**config.mk**
```make
export PLATFORM = sky130hd
export DESIGN_NAME = sbcspi_frame_interface
export DESIGN_NICKNAME = d
export VERILOG_FILES = /design/src/hw/sbcspi_frame_interface.v
export VERILOG_INCLUDE_DIRS = /design/src /design/src/hw
export SDC_FILE = /design/constraint.sdc
export NUM_CORES = 1
export LEC_CHECK = 0
export ABC_AREA = 1
export BUFFER_PORTS_ARGS = -buffer_cell sky130_fd_sc_hd__buf_2
export CAP_MARGIN = 20
export CORE_UTILIZATION = 50
export DETAILED_ROUTE_END_ITERATION = 10
export PLACE_DENSITY = 0.72
export REMOVE_ABC_BUFFERS = 1
export SLEW_MARGIN = 30
export SYNTH_ARGS = -nofsm -noshare
export SYNTH_HDL_FRONTEND = slang
export SYNTH_SLANG_ARGS = --single-unit
```
**constraint.sdc**
```tcl
create_clock -name clk -period 2.8 [get_ports clk]
set_input_delay 0 -clock clk [delete_from_list [all_inputs] [get_ports clk]]
set_output_delay 0 -clock clk [all_outputs]
set_load 0.005 [all_outputs]
```
**src/hw/sbcspi_defines.vh**
```
`ifndef SBCSPI_DEFINES_VH
`define SBCSPI_DEFINES_VH

// frame geometry
`define SBCSPI_WORD_BITS 16
`define SBCSPI_CNT_BITS 4
`define SBCSPI_CNT_ZERO 4'h0
`define SBCSPI_CNT_ONE 4'h1
`define SBCSPI_RO_LOAD_CNT 4'h7

// input word fields
`define SBCSPI_IN_WD_BIT 15
`define SBCSPI_IN_MODE_HI 14
`define SBCSPI_IN_MODE_LO 12
`define SBCSPI_IN_SEL_HI 11
`define SBCSPI_IN_SEL_LO 9
`define SBCSPI_DATA_HI 8
`define SBCSPI_DATA_BITS 9

// the mode and select fields as they sit in the shift register after seven bits
`define SBCSPI_EARLY_MODE_HI 5
`define SBCSPI_EARLY_MODE_LO 3
`define SBCSPI_EARLY_SEL_HI 2
`define SBCSPI_EARLY_SEL_LO 0
// read-back data field in the output register after seven shifts
`define SBCSPI_RO_OUT_HI 15
`define SBCSPI_RO_OUT_LO 7

// mode codes
`define SBCSPI_MODE_INVALID 3'h0
`define SBCSPI_MODE_RESTART 3'h1
`define SBCSPI_MODE_FLASH 3'h2
`define SBCSPI_MODE_NORMAL 3'h3
`define SBCSPI_MODE_SLEEP 3'h4
`define SBCSPI_MODE_STOP 3'h5
`define SBCSPI_MODE_FAILSAFE 3'h6
`define SBCSPI_MODE_READONLY 3'h7

// reset values
`define SBCSPI_WORD_RESET 16'h0000
`define SBCSPI_SEL_RESET 3'h0

// read-back registers on the flat status bus
`define SBCSPI_NUM_REGS 8

// fifo
`define SBCSPI_FIFO_DEPTH 32
`define SBCSPI_FIFO_AW 5

`endif

```
**src/hw/sbcspi_frame_interface.v**
```verilog
// What this block does
// RULE_01 - receive 16-bit control words on serial input, return 16-bit word on serial output
// RULE_02 - a frame starts when the master pulls chip select low
// RULE_03 - on chip select rising, a valid received word becomes the new control word
// RULE_04 - serial output released to high impedance while chip select is high
// RULE_05 - input bit sampled on every falling serial clock edge
// RULE_06 - output register advances after every rising serial clock edge
// RULE_07 - clock edges counted modulo 16; word discarded on mismatch
// RULE_08 - after a miscounted frame, error flag is first output bit of next frame
// RULE_09 - no daisy chain; input bits never reach the serial output
// RULE_10 - mode code 000 makes the whole word ignored as wrong command
// RULE_11 - mode transitions forbidden by the mode machine are ignored
// RULE_12 - any wrong command sets the fail flag and interrupts unless inhibited
// RULE_13 - after a corrupted frame the previous output word is repeated
// RULE_14 - mode 111 reads back selected register in same frame, writes nothing
// RULE_15 - master supplies a correct watchdog refresh bit even in read-only frames; this block never checks that bit
// RULE_16 - three-bit select field picks one of eight registers to write or read
// RULE_17 - words shift most significant bit first in both directions
// RULE_18 - clock edges ignored while deselected; bit counter restarts at each selection
`timescale 1ns/10ps
`include "sbcspi_defines.vh"

module sbcspi_sync2 #(
  parameter RESET_VAL = 1'b0
) (
  // clock and reset
  input wire clk,
  input wire rst,
  // raw pin and its synchronised copy
  input wire pinIn,
  output reg syncOut
);
  reg meta;

  always @(posedge clk) begin
    if (rst) begin
      meta <= RESET_VAL;
      syncOut <= RESET_VAL;
    end else begin
      meta <= pinIn;
      syncOut <= meta;
    end
  end
endmodule

module sbcspi_fifo #(
  parameter WIDTH = 16,
  parameter DEPTH = 32,
  parameter AW = 5
) (
  // clock and reset
  input wire clk,
  input wire rst,
  // fill side
  input wire inValid,
  output wire inReady,
  input wire [WIDTH-1:0] inData,
  // drain side
  output wire outValid,
  input wire outReady,
  output reg [WIDTH-1:0] outData
);
  reg [WIDTH-1:0] mem [0:DEPTH-1];
  reg [AW-1:0] wrPtr;
  reg [AW-1:0] rdPtr;
  reg [AW:0] fill;
  reg outHeld;
  wire push;
  wire pop;
  wire memHasWord;
  wire loadOut;
  wire [AW:0] occupancy;

  assign memHasWord = (fill != {(AW+1){1'b0}});
  // the output register counts toward the depth
  assign occupancy = fill + {{AW{1'b0}}, outHeld};
  assign inReady = (occupancy != DEPTH[AW:0]);
  assign outValid = outHeld;
  assign loadOut = memHasWord && (!outHeld || outReady);
  assign push = inValid && inReady;
  assign pop = loadOut;

  always @(posedge clk) begin
    if (push) begin
      mem[wrPtr] <= inData;
    end
  end

  always @(posedge clk) begin
    if (rst) begin
      wrPtr <= {AW{1'b0}};
      rdPtr <= {AW{1'b0}};
      fill <= {(AW+1){1'b0}};
      outHeld <= 1'b0;
      outData <= {WIDTH{1'b0}};
    end else begin
      if (push) begin
        wrPtr <= wrPtr + 1'b1;
      end
      if (pop) begin
        rdPtr <= rdPtr + 1'b1;
        outData <= mem[rdPtr];
      end
      if (push && !pop) begin
        fill <= fill + 1'b1;
      end else if (pop && !push) begin
        fill <= fill - 1'b1;
      end
      if (loadOut) begin
        outHeld <= 1'b1;
      end else if (outReady) begin
        outHeld <= 1'b0;
      end
    end
  end
endmodule

module sbcspi_frame_interface (
  // clock and reset
  input wire clk,
  input wire rst,
  // serial link pins
  input wire chipSelectN,
  input wire serialClock,
  input wire serialDataIn,
  output wire serialDataOut,
  output wire serialDataOutOe,
  // status from the rest of the chip
  input wire [71:0] cfgReadData,
  input wire swDevMode,
  input wire irqInhibit,
  input wire spiFailClear,
  // control word stream to the rest of the chip
  output wire ctrlValid,
  input wire ctrlReady,
  output wire [15:0] ctrlData,
  // state outputs
  output reg [2:0] modeState,
  output reg [15:0] controlWord,
  output reg spiFail,
  output reg irqPulse
);
  // two-stage synchronisers, then a third stage for edge finding
  wire csSync;
  wire clkSync;
  wire dinSync;
  reg csPrev;
  reg clkPrev;

  reg [15:0] inShift;
  reg [15:0] outShift;
  reg [15:0] lastOutWord;
  reg [3:0] bitCount;
  reg anyEdge;
  reg countError;
  reg repeatLast;
  reg roFrame;
  reg [2:0] lastSel;

  wire selStart;
  wire selEnd;
  wire sclkFall;
  wire sclkRise;
  wire [2:0] rxMode;
  wire [2:0] rxSel;
  wire [2:0] earlyMode;
  wire [2:0] earlySel;
  wire countOk;
  wire modeOk;
  wire pushReady;
  wire frameGood;
  wire [15:0] freshWord;
  wire roLoad;
  reg transOk;
  reg [8:0] readSel;
  reg [8:0] readEarly;
  integer i;

  sbcspi_sync2 #(
    .RESET_VAL(1'b1)
  ) csSyncer (
    .clk(clk),
    .rst(rst),
    .pinIn(chipSelectN),
    .syncOut(csSync)
  );

  sbcspi_sync2 #(
    .RESET_VAL(1'b0)
  ) clkSyncer (
    .clk(clk),
    .rst(rst),
    .pinIn(serialClock),
    .syncOut(clkSync)
  );

  sbcspi_sync2 #(
    .RESET_VAL(1'b0)
  ) dinSyncer (
    .clk(clk),
    .rst(rst),
    .pinIn(serialDataIn),
    .syncOut(dinSync)
  );

  // previous synchronised levels for edge finding, reset to the idle pin levels
  always @(posedge clk) begin
    if (rst) begin
      csPrev <= 1'b1;
      clkPrev <= 1'b0;
    end else begin
      csPrev <= csSync;
      clkPrev <= clkSync;
    end
  end

  assign selStart = csPrev && !csSync; // [RULE_02]
  assign selEnd = !csPrev && csSync;
  // edges count only while selected [RULE_18]
  assign sclkFall = !csSync && !csPrev && clkPrev && !clkSync;
  assign sclkRise = !csSync && !csPrev && !clkPrev && clkSync;

  assign rxMode = inShift[`SBCSPI_IN_MODE_HI:`SBCSPI_IN_MODE_LO];
  assign rxSel = inShift[`SBCSPI_IN_SEL_HI:`SBCSPI_IN_SEL_LO]; // [RULE_16]
  assign earlyMode = inShift[`SBCSPI_EARLY_MODE_HI:`SBCSPI_EARLY_MODE_LO];
  assign earlySel = inShift[`SBCSPI_EARLY_SEL_HI:`SBCSPI_EARLY_SEL_LO];

  // register read-back muxes over the flat status bus
  always @* begin
    readSel = {`SBCSPI_DATA_BITS{1'b0}};
    readEarly = {`SBCSPI_DATA_BITS{1'b0}};
    for (i = 0; i < `SBCSPI_NUM_REGS; i = i + 1) begin
      if (lastSel == i[2:0]) begin
        readSel = cfgReadData[i*`SBCSPI_DATA_BITS +: `SBCSPI_DATA_BITS];
      end
      if (earlySel == i[2:0]) begin
        readEarly = cfgReadData[i*`SBCSPI_DATA_BITS +: `SBCSPI_DATA_BITS]; // [RULE_16]
      end
    end
  end

  // mode machine transition check
  always @* begin
    case (rxMode)
      `SBCSPI_MODE_INVALID: transOk = 1'b0; // [RULE_10]
      `SBCSPI_MODE_RESTART: transOk = (modeState == `SBCSPI_MODE_FLASH); // [RULE_11]
      `SBCSPI_MODE_FLASH: transOk = (modeState == `SBCSPI_MODE_NORMAL) ||
                                    (modeState == `SBCSPI_MODE_FLASH); // [RULE_11]
      `SBCSPI_MODE_NORMAL: transOk = 1'b1;
      `SBCSPI_MODE_SLEEP: transOk = (modeState != `SBCSPI_MODE_FLASH);
      `SBCSPI_MODE_STOP: transOk = (modeState != `SBCSPI_MODE_FLASH);
      `SBCSPI_MODE_FAILSAFE: transOk = swDevMode; // [RULE_11]
      `SBCSPI_MODE_READONLY: transOk = 1'b1;
      default: transOk = 1'b0;
    endcase
  end

  // a full fifo refuses the word like any other wrong command
  assign countOk = anyEdge && (bitCount == `SBCSPI_CNT_ZERO); // [RULE_07]
  assign modeOk = transOk;
  assign frameGood = countOk && modeOk && (roFrame || pushReady);
  // response: current mode, last selected register and its contents
  assign freshWord = {1'b0, modeState, lastSel, readSel};
  // read-only request seen once seven bits are in, between serial clock edges
  assign roLoad = !sclkFall && !sclkRise && anyEdge && !roFrame &&
                  (bitCount == `SBCSPI_RO_LOAD_CNT) && (earlyMode == `SBCSPI_MODE_READONLY);

  sbcspi_fifo #(
    .WIDTH(`SBCSPI_WORD_BITS),
    .DEPTH(`SBCSPI_FIFO_DEPTH),
    .AW(`SBCSPI_FIFO_AW)
  ) ctrlFifo (
    .clk(clk),
    .rst(rst),
    .inValid(selEnd && countOk && modeOk && !roFrame),
    .inReady(pushReady),
    .inData(inShift),
    .outValid(ctrlValid),
    .outReady(ctrlReady),
    .outData(ctrlData)
  );

  // serial shifting and frame bookkeeping
  always @(posedge clk) begin
    if (rst) begin
      inShift <= `SBCSPI_WORD_RESET;
      outShift <= `SBCSPI_WORD_RESET;
      lastOutWord <= `SBCSPI_WORD_RESET;
      bitCount <= `SBCSPI_CNT_ZERO;
      anyEdge <= 1'b0;
      roFrame <= 1'b0;
    end else begin
      if (selStart) begin
        bitCount <= `SBCSPI_CNT_ZERO; // [RULE_18]
        anyEdge <= 1'b0;
        roFrame <= 1'b0;
        if (repeatLast) begin
          // old word again, flag first when the count was bad [RULE_13] [RULE_08]
          outShift <= {countError, lastOutWord[`SBCSPI_WORD_BITS-2:0]};
        end else begin
          outShift <= freshWord;
          lastOutWord <= freshWord;
        end
      end else begin
        if (sclkFall) begin
          inShift <= {inShift[`SBCSPI_WORD_BITS-2:0], dinSync}; // [RULE_05] [RULE_17]
          bitCount <= bitCount + `SBCSPI_CNT_ONE; // [RULE_07]
          anyEdge <= 1'b1;
        end
        if (sclkRise) begin
          // zeros fill behind, input never forwarded [RULE_06] [RULE_09] [RULE_17]
          outShift <= {outShift[`SBCSPI_WORD_BITS-2:0], 1'b0};
        end
        if (roLoad) begin
          // seven bits already out, so the data field now sits at the top [RULE_14]
          roFrame <= 1'b1;
          outShift[`SBCSPI_RO_OUT_HI:`SBCSPI_RO_OUT_LO] <= readEarly;
        end
      end
    end
  end

  // frame end: adopt the word, steer mode, report wrong commands
  always @(posedge clk) begin
    if (rst) begin
      modeState <= `SBCSPI_MODE_NORMAL;
      controlWord <= `SBCSPI_WORD_RESET;
      spiFail <= 1'b0;
      irqPulse <= 1'b0;
      countError <= 1'b0;
      repeatLast <= 1'b0;
      lastSel <= `SBCSPI_SEL_RESET;
    end else begin
      irqPulse <= 1'b0;
      if (selEnd) begin
        countError <= !countOk; // [RULE_08]
        repeatLast <= !frameGood; // [RULE_13]
        if (frameGood) begin
          lastSel <= rxSel; // [RULE_16]
          if (!roFrame) begin
            controlWord <= inShift; // [RULE_03] [RULE_01]
            modeState <= rxMode;
          end
        end else begin
          spiFail <= 1'b1; // [RULE_12]
          irqPulse <= !irqInhibit; // [RULE_12]
        end
      end else if (spiFailClear) begin
        spiFail <= 1'b0;
      end
    end
  end

  assign serialDataOut = outShift[`SBCSPI_WORD_BITS-1]; // [RULE_01]
  assign serialDataOutOe = !csSync; // [RULE_04]
endmodule

```
==> key figures <==
Synth
  – Area contributors post-synth: edfxtp_1 (57%), dfxtp_1 (8.9%), nor2_1 (7.7%)
  – Ys flop type: edfxtp_1
  – Cell taking the most area after synthesis: edfxtp_1
  – Ys async rst share: 0%
  – Unique cell type count in the Yosys netlist: 34
  – Syn Inst Count: 2609
  – Commonest cells in the netlist: nor2_1 (550), edfxtp_1 (512), nand2_1 (386), o21ai_0 (267), nand3_1 (181)
  – Yosys reg bits: 631
  – Seq/Total Area, Yosys: 66.4%
  – Yosys Warn Count: 0
  – Post-synthesis cell area: 26800 sq um
  – Most frequent cell after synthesis: nor2_1
  – Number of flops mapped to enable cells by yosys: 512
  – Top-area cell type share of the netlist area: 57.5%
  – Avg Inst Size Synth: 10.3 sq um

GRT
  – First-pass GRT wire length: 111000 um
  – Global route overflow: 0
  – Vias in the first global route: 19400
  – Largest net degree at the start of global routing: 130
  – Initial antenna violation count: 0
  – Total GRT Usage: 27.4%

Timing
  – Unrepaired setup endpoints after global routing: false
  – Max Slew Vio Count: 0
  – Worst Tran Pin Value: 0.750 ns
  – Slew Limit Headroom: 50.0%
  – # setup viols final: 0
  – Final worst slack: 0.133 ns
  – Achievable Freq: 375 MHz
  – Crit path time final: 2.67 ns
  – Fin. Hold Viols: 0
  – Final period util: 95.3%
  – Hold Worst Slack: 0.0632 ns
  – Clk_skew: 0.0313 ns

Hold path
  – Worst Hold Class: in2reg
  – Hold Path Cell Cnt: 3

Worst setup path
  – Critical Path Most Common Cell: a21oi_1
  – Cell family with most CP delay: buffers and inverters
  – Worst Path Class, Setup: reg2reg
  – CP max FO: 11
  – R2r worst-path depth: 7
  – Crit-path cells: inv_1 > nor3_2 > a21oi_1 > nand4_1 > nand2_1 > dlygate4sd3_1 > a21oi_1
  – CP Capture Type: register
  – CP Buf/Inv Count: 2
  – Arrival @ worst endpoint: 3.23 ns
  – Slowest-stage cell, CP: dfxtp_1
  – Levels on crit path: 7
  – Slowest Stage Delay on Critical Path: 0.60 ns
  – Worst path required time: 3.36 ns
  – Worst setup SP type: register

Finish
  – Footprint of the multi-input gates: 7890 sq um
  – Filler cells: 4332
  – Fraction of layout cells with a size suffix above 1: 12.2%
  – Non-Filler Instances: 3521
  – FF/Latch Area: 17800 sq um
  – Antenna fix cells: 0
  – Final net count: 2876
  – Layout area overhead: 15.8%
  – Post-route design area: 31000 sq um

Clocking
  – CTS tree: built
  – Clock Latency Late Sink: 0.65 ns
  – # clock sinks: 631
  – Worst-path clk slew: 0.06 ns
  – Bufs on Longest Clock Path: 3
  – Number of setup buffers added after CTS: 0
  – TritonCTS buffer count: 61
  – H-Tree Depth: 2
  – Clock root buffer: clkbuf_16

Status
  – Status: complete, but fails checks
  – Failing checks: design-rule violations

Place
  – Post-placement cell area: 28300 sq um
  – Pre-CTS WS: 0.147 ns
  – RD Place Congestion: 0.926
  – Post-DP HPWL: 45300 um
  – Placed Cells: 3354
  – # port buffers: 120

Floorplan
  – Top Ports: 121
  – Chip height: 233 um
  – CORE AREA: 52800 sq um
  – Initial Util: 50.7%
  – FP Rows: 84
  – Die ar.: 54500 sq um
  – Die W: 233 um

Pwr
  – Psw: 7.36 mW
  – Clock power frac: 35.0%
  – Flop pwr share: 42.9%
  – Logic pwr share: 22.1%
  – Peak supply drop: 0.599 mV
  – Pwr Density: 783 nW/um^2
  – Leakage: 12.5 nW
  – Sw Share: 30.3%
  – Total internal power: 16.9 mW

Flow run
  – MaxCap Viol Count: 0

Route
  – Routed len/inst: 21.1 um
  – Post-route DRC: 6
  – Vias: 20100
  – 1st-iter DRT viols: 2246
  – DR pass1 iterations: 9
  – Vias per cell: 5.72
  – Final wirelength: 74400 um
  – Post-DRT Antenna Nets: 0
## power by group through the flow
stage               registers (mW)  clock network (mW)  logic, mW
floorplan                     10.9                   0       2.94
global placement              10.6                   0       5.11
detailed placement            10.6                   0       5.19
CTS                           10.4                8.55       5.27
global route                  10.4                8.91       5.99
finish                        10.4                8.49       5.38
## cell usage in the layout (no fill, tap or decap), types with 65 or more instances in the layout
cell type,Yosys,routed
o21ai_0,267,267
dfxtp_1,119,116
buf_2,51,120
nand3_1,181,181
edfxtp_1,512,512
nand2_1,386,386
nor2_1,550,550
a21oi_1,138,136
buf_4,12,65
inv_1,119,116
## layout make-up
| type | count | area share, % |
|---|---|---|
| Inverter | 133 | 1.63 |
| Tap cell | 688 | 2.78 |
| Timing Repair Buffer | 251 | 6.10 |
| Clock buffer | 83 | 5.52 |
| Clock inverter | 33 | 1.20 |
| Multi-Input combinational cell | 1702 | 25.5 |
| Sequential cell | 631 | 57.3 |
## metal layers
layer	vias to the layer above	GRT usage, %	share of wire, %
li1	9351	-	-
met1	9575	35.5	39
met2	1029	45.7	48
met3	186	3.97	9.0
met4	0	12.0	4.5
met5	-	0	0
## kinds of logic after synthesis
family          after synthesis  share of synthesized area (%)
simple gates               1189                           18.4
flops                       631                           66.4
compound gates              491                           9.80
buf+inv                     276                           4.45
fa+ha+maj                    15                          0.729
xor+xnor                      7                          0.229
## state kept, by name, indices dropped and copies added, names as in the netlist, 2 cells and up
signal / flops
controlWord: 16
ctrlFifo.rdPtr: 5
ctrlFifo.mem: 512
ctrlFifo.wrPtr: 5
lastSel: 3
modeState: 2
ctrlFifo.outData: 16
outShift: 16
ctrlFifo.fill: 6
lastOutWord: 15
bitCount: 4
inShift: 16
## path summary, 6_finish.rpt
path / start / end / slack, ns
setup reg to reg: lastSel[1] / lastOutWord[6] / 0.13
setup / recovery: lastSel[1] / lastOutWord[6] / 0.13
hold reg to reg: dinSyncer.meta / dinSyncer.syncOut / 0.41
hold / removal: irqInhibit / irqPulse / 0.06
## worst reg2reg max path: cells and delay by family (launching register included)
kind | cells | cell delay (ns)
compound gates | 2 | 0.31
flops | 1 | 0.60
simple gates | 3 | 0.82
buf+inv | 2 | 0.86
## stage by stage
step	util (%)	TNS, ns	total power, mW
after global placement	53.7	0	15.7
final	58.7	0	24.3
after global routing	58.7	0	25.3
after detailed placement	53.7	0	15.8
after CTS	58.6	0	24.2
after floorplan	-	-228.41	13.9
## timing repair
item                                    4_1_cts  5_1_grt
endpoints found under the setup margin        0       66
hold buffers                                 51        0
hold endpoints to repair                     34        0
resized for setup                             0       12
(Power assumes the default switching activity.)
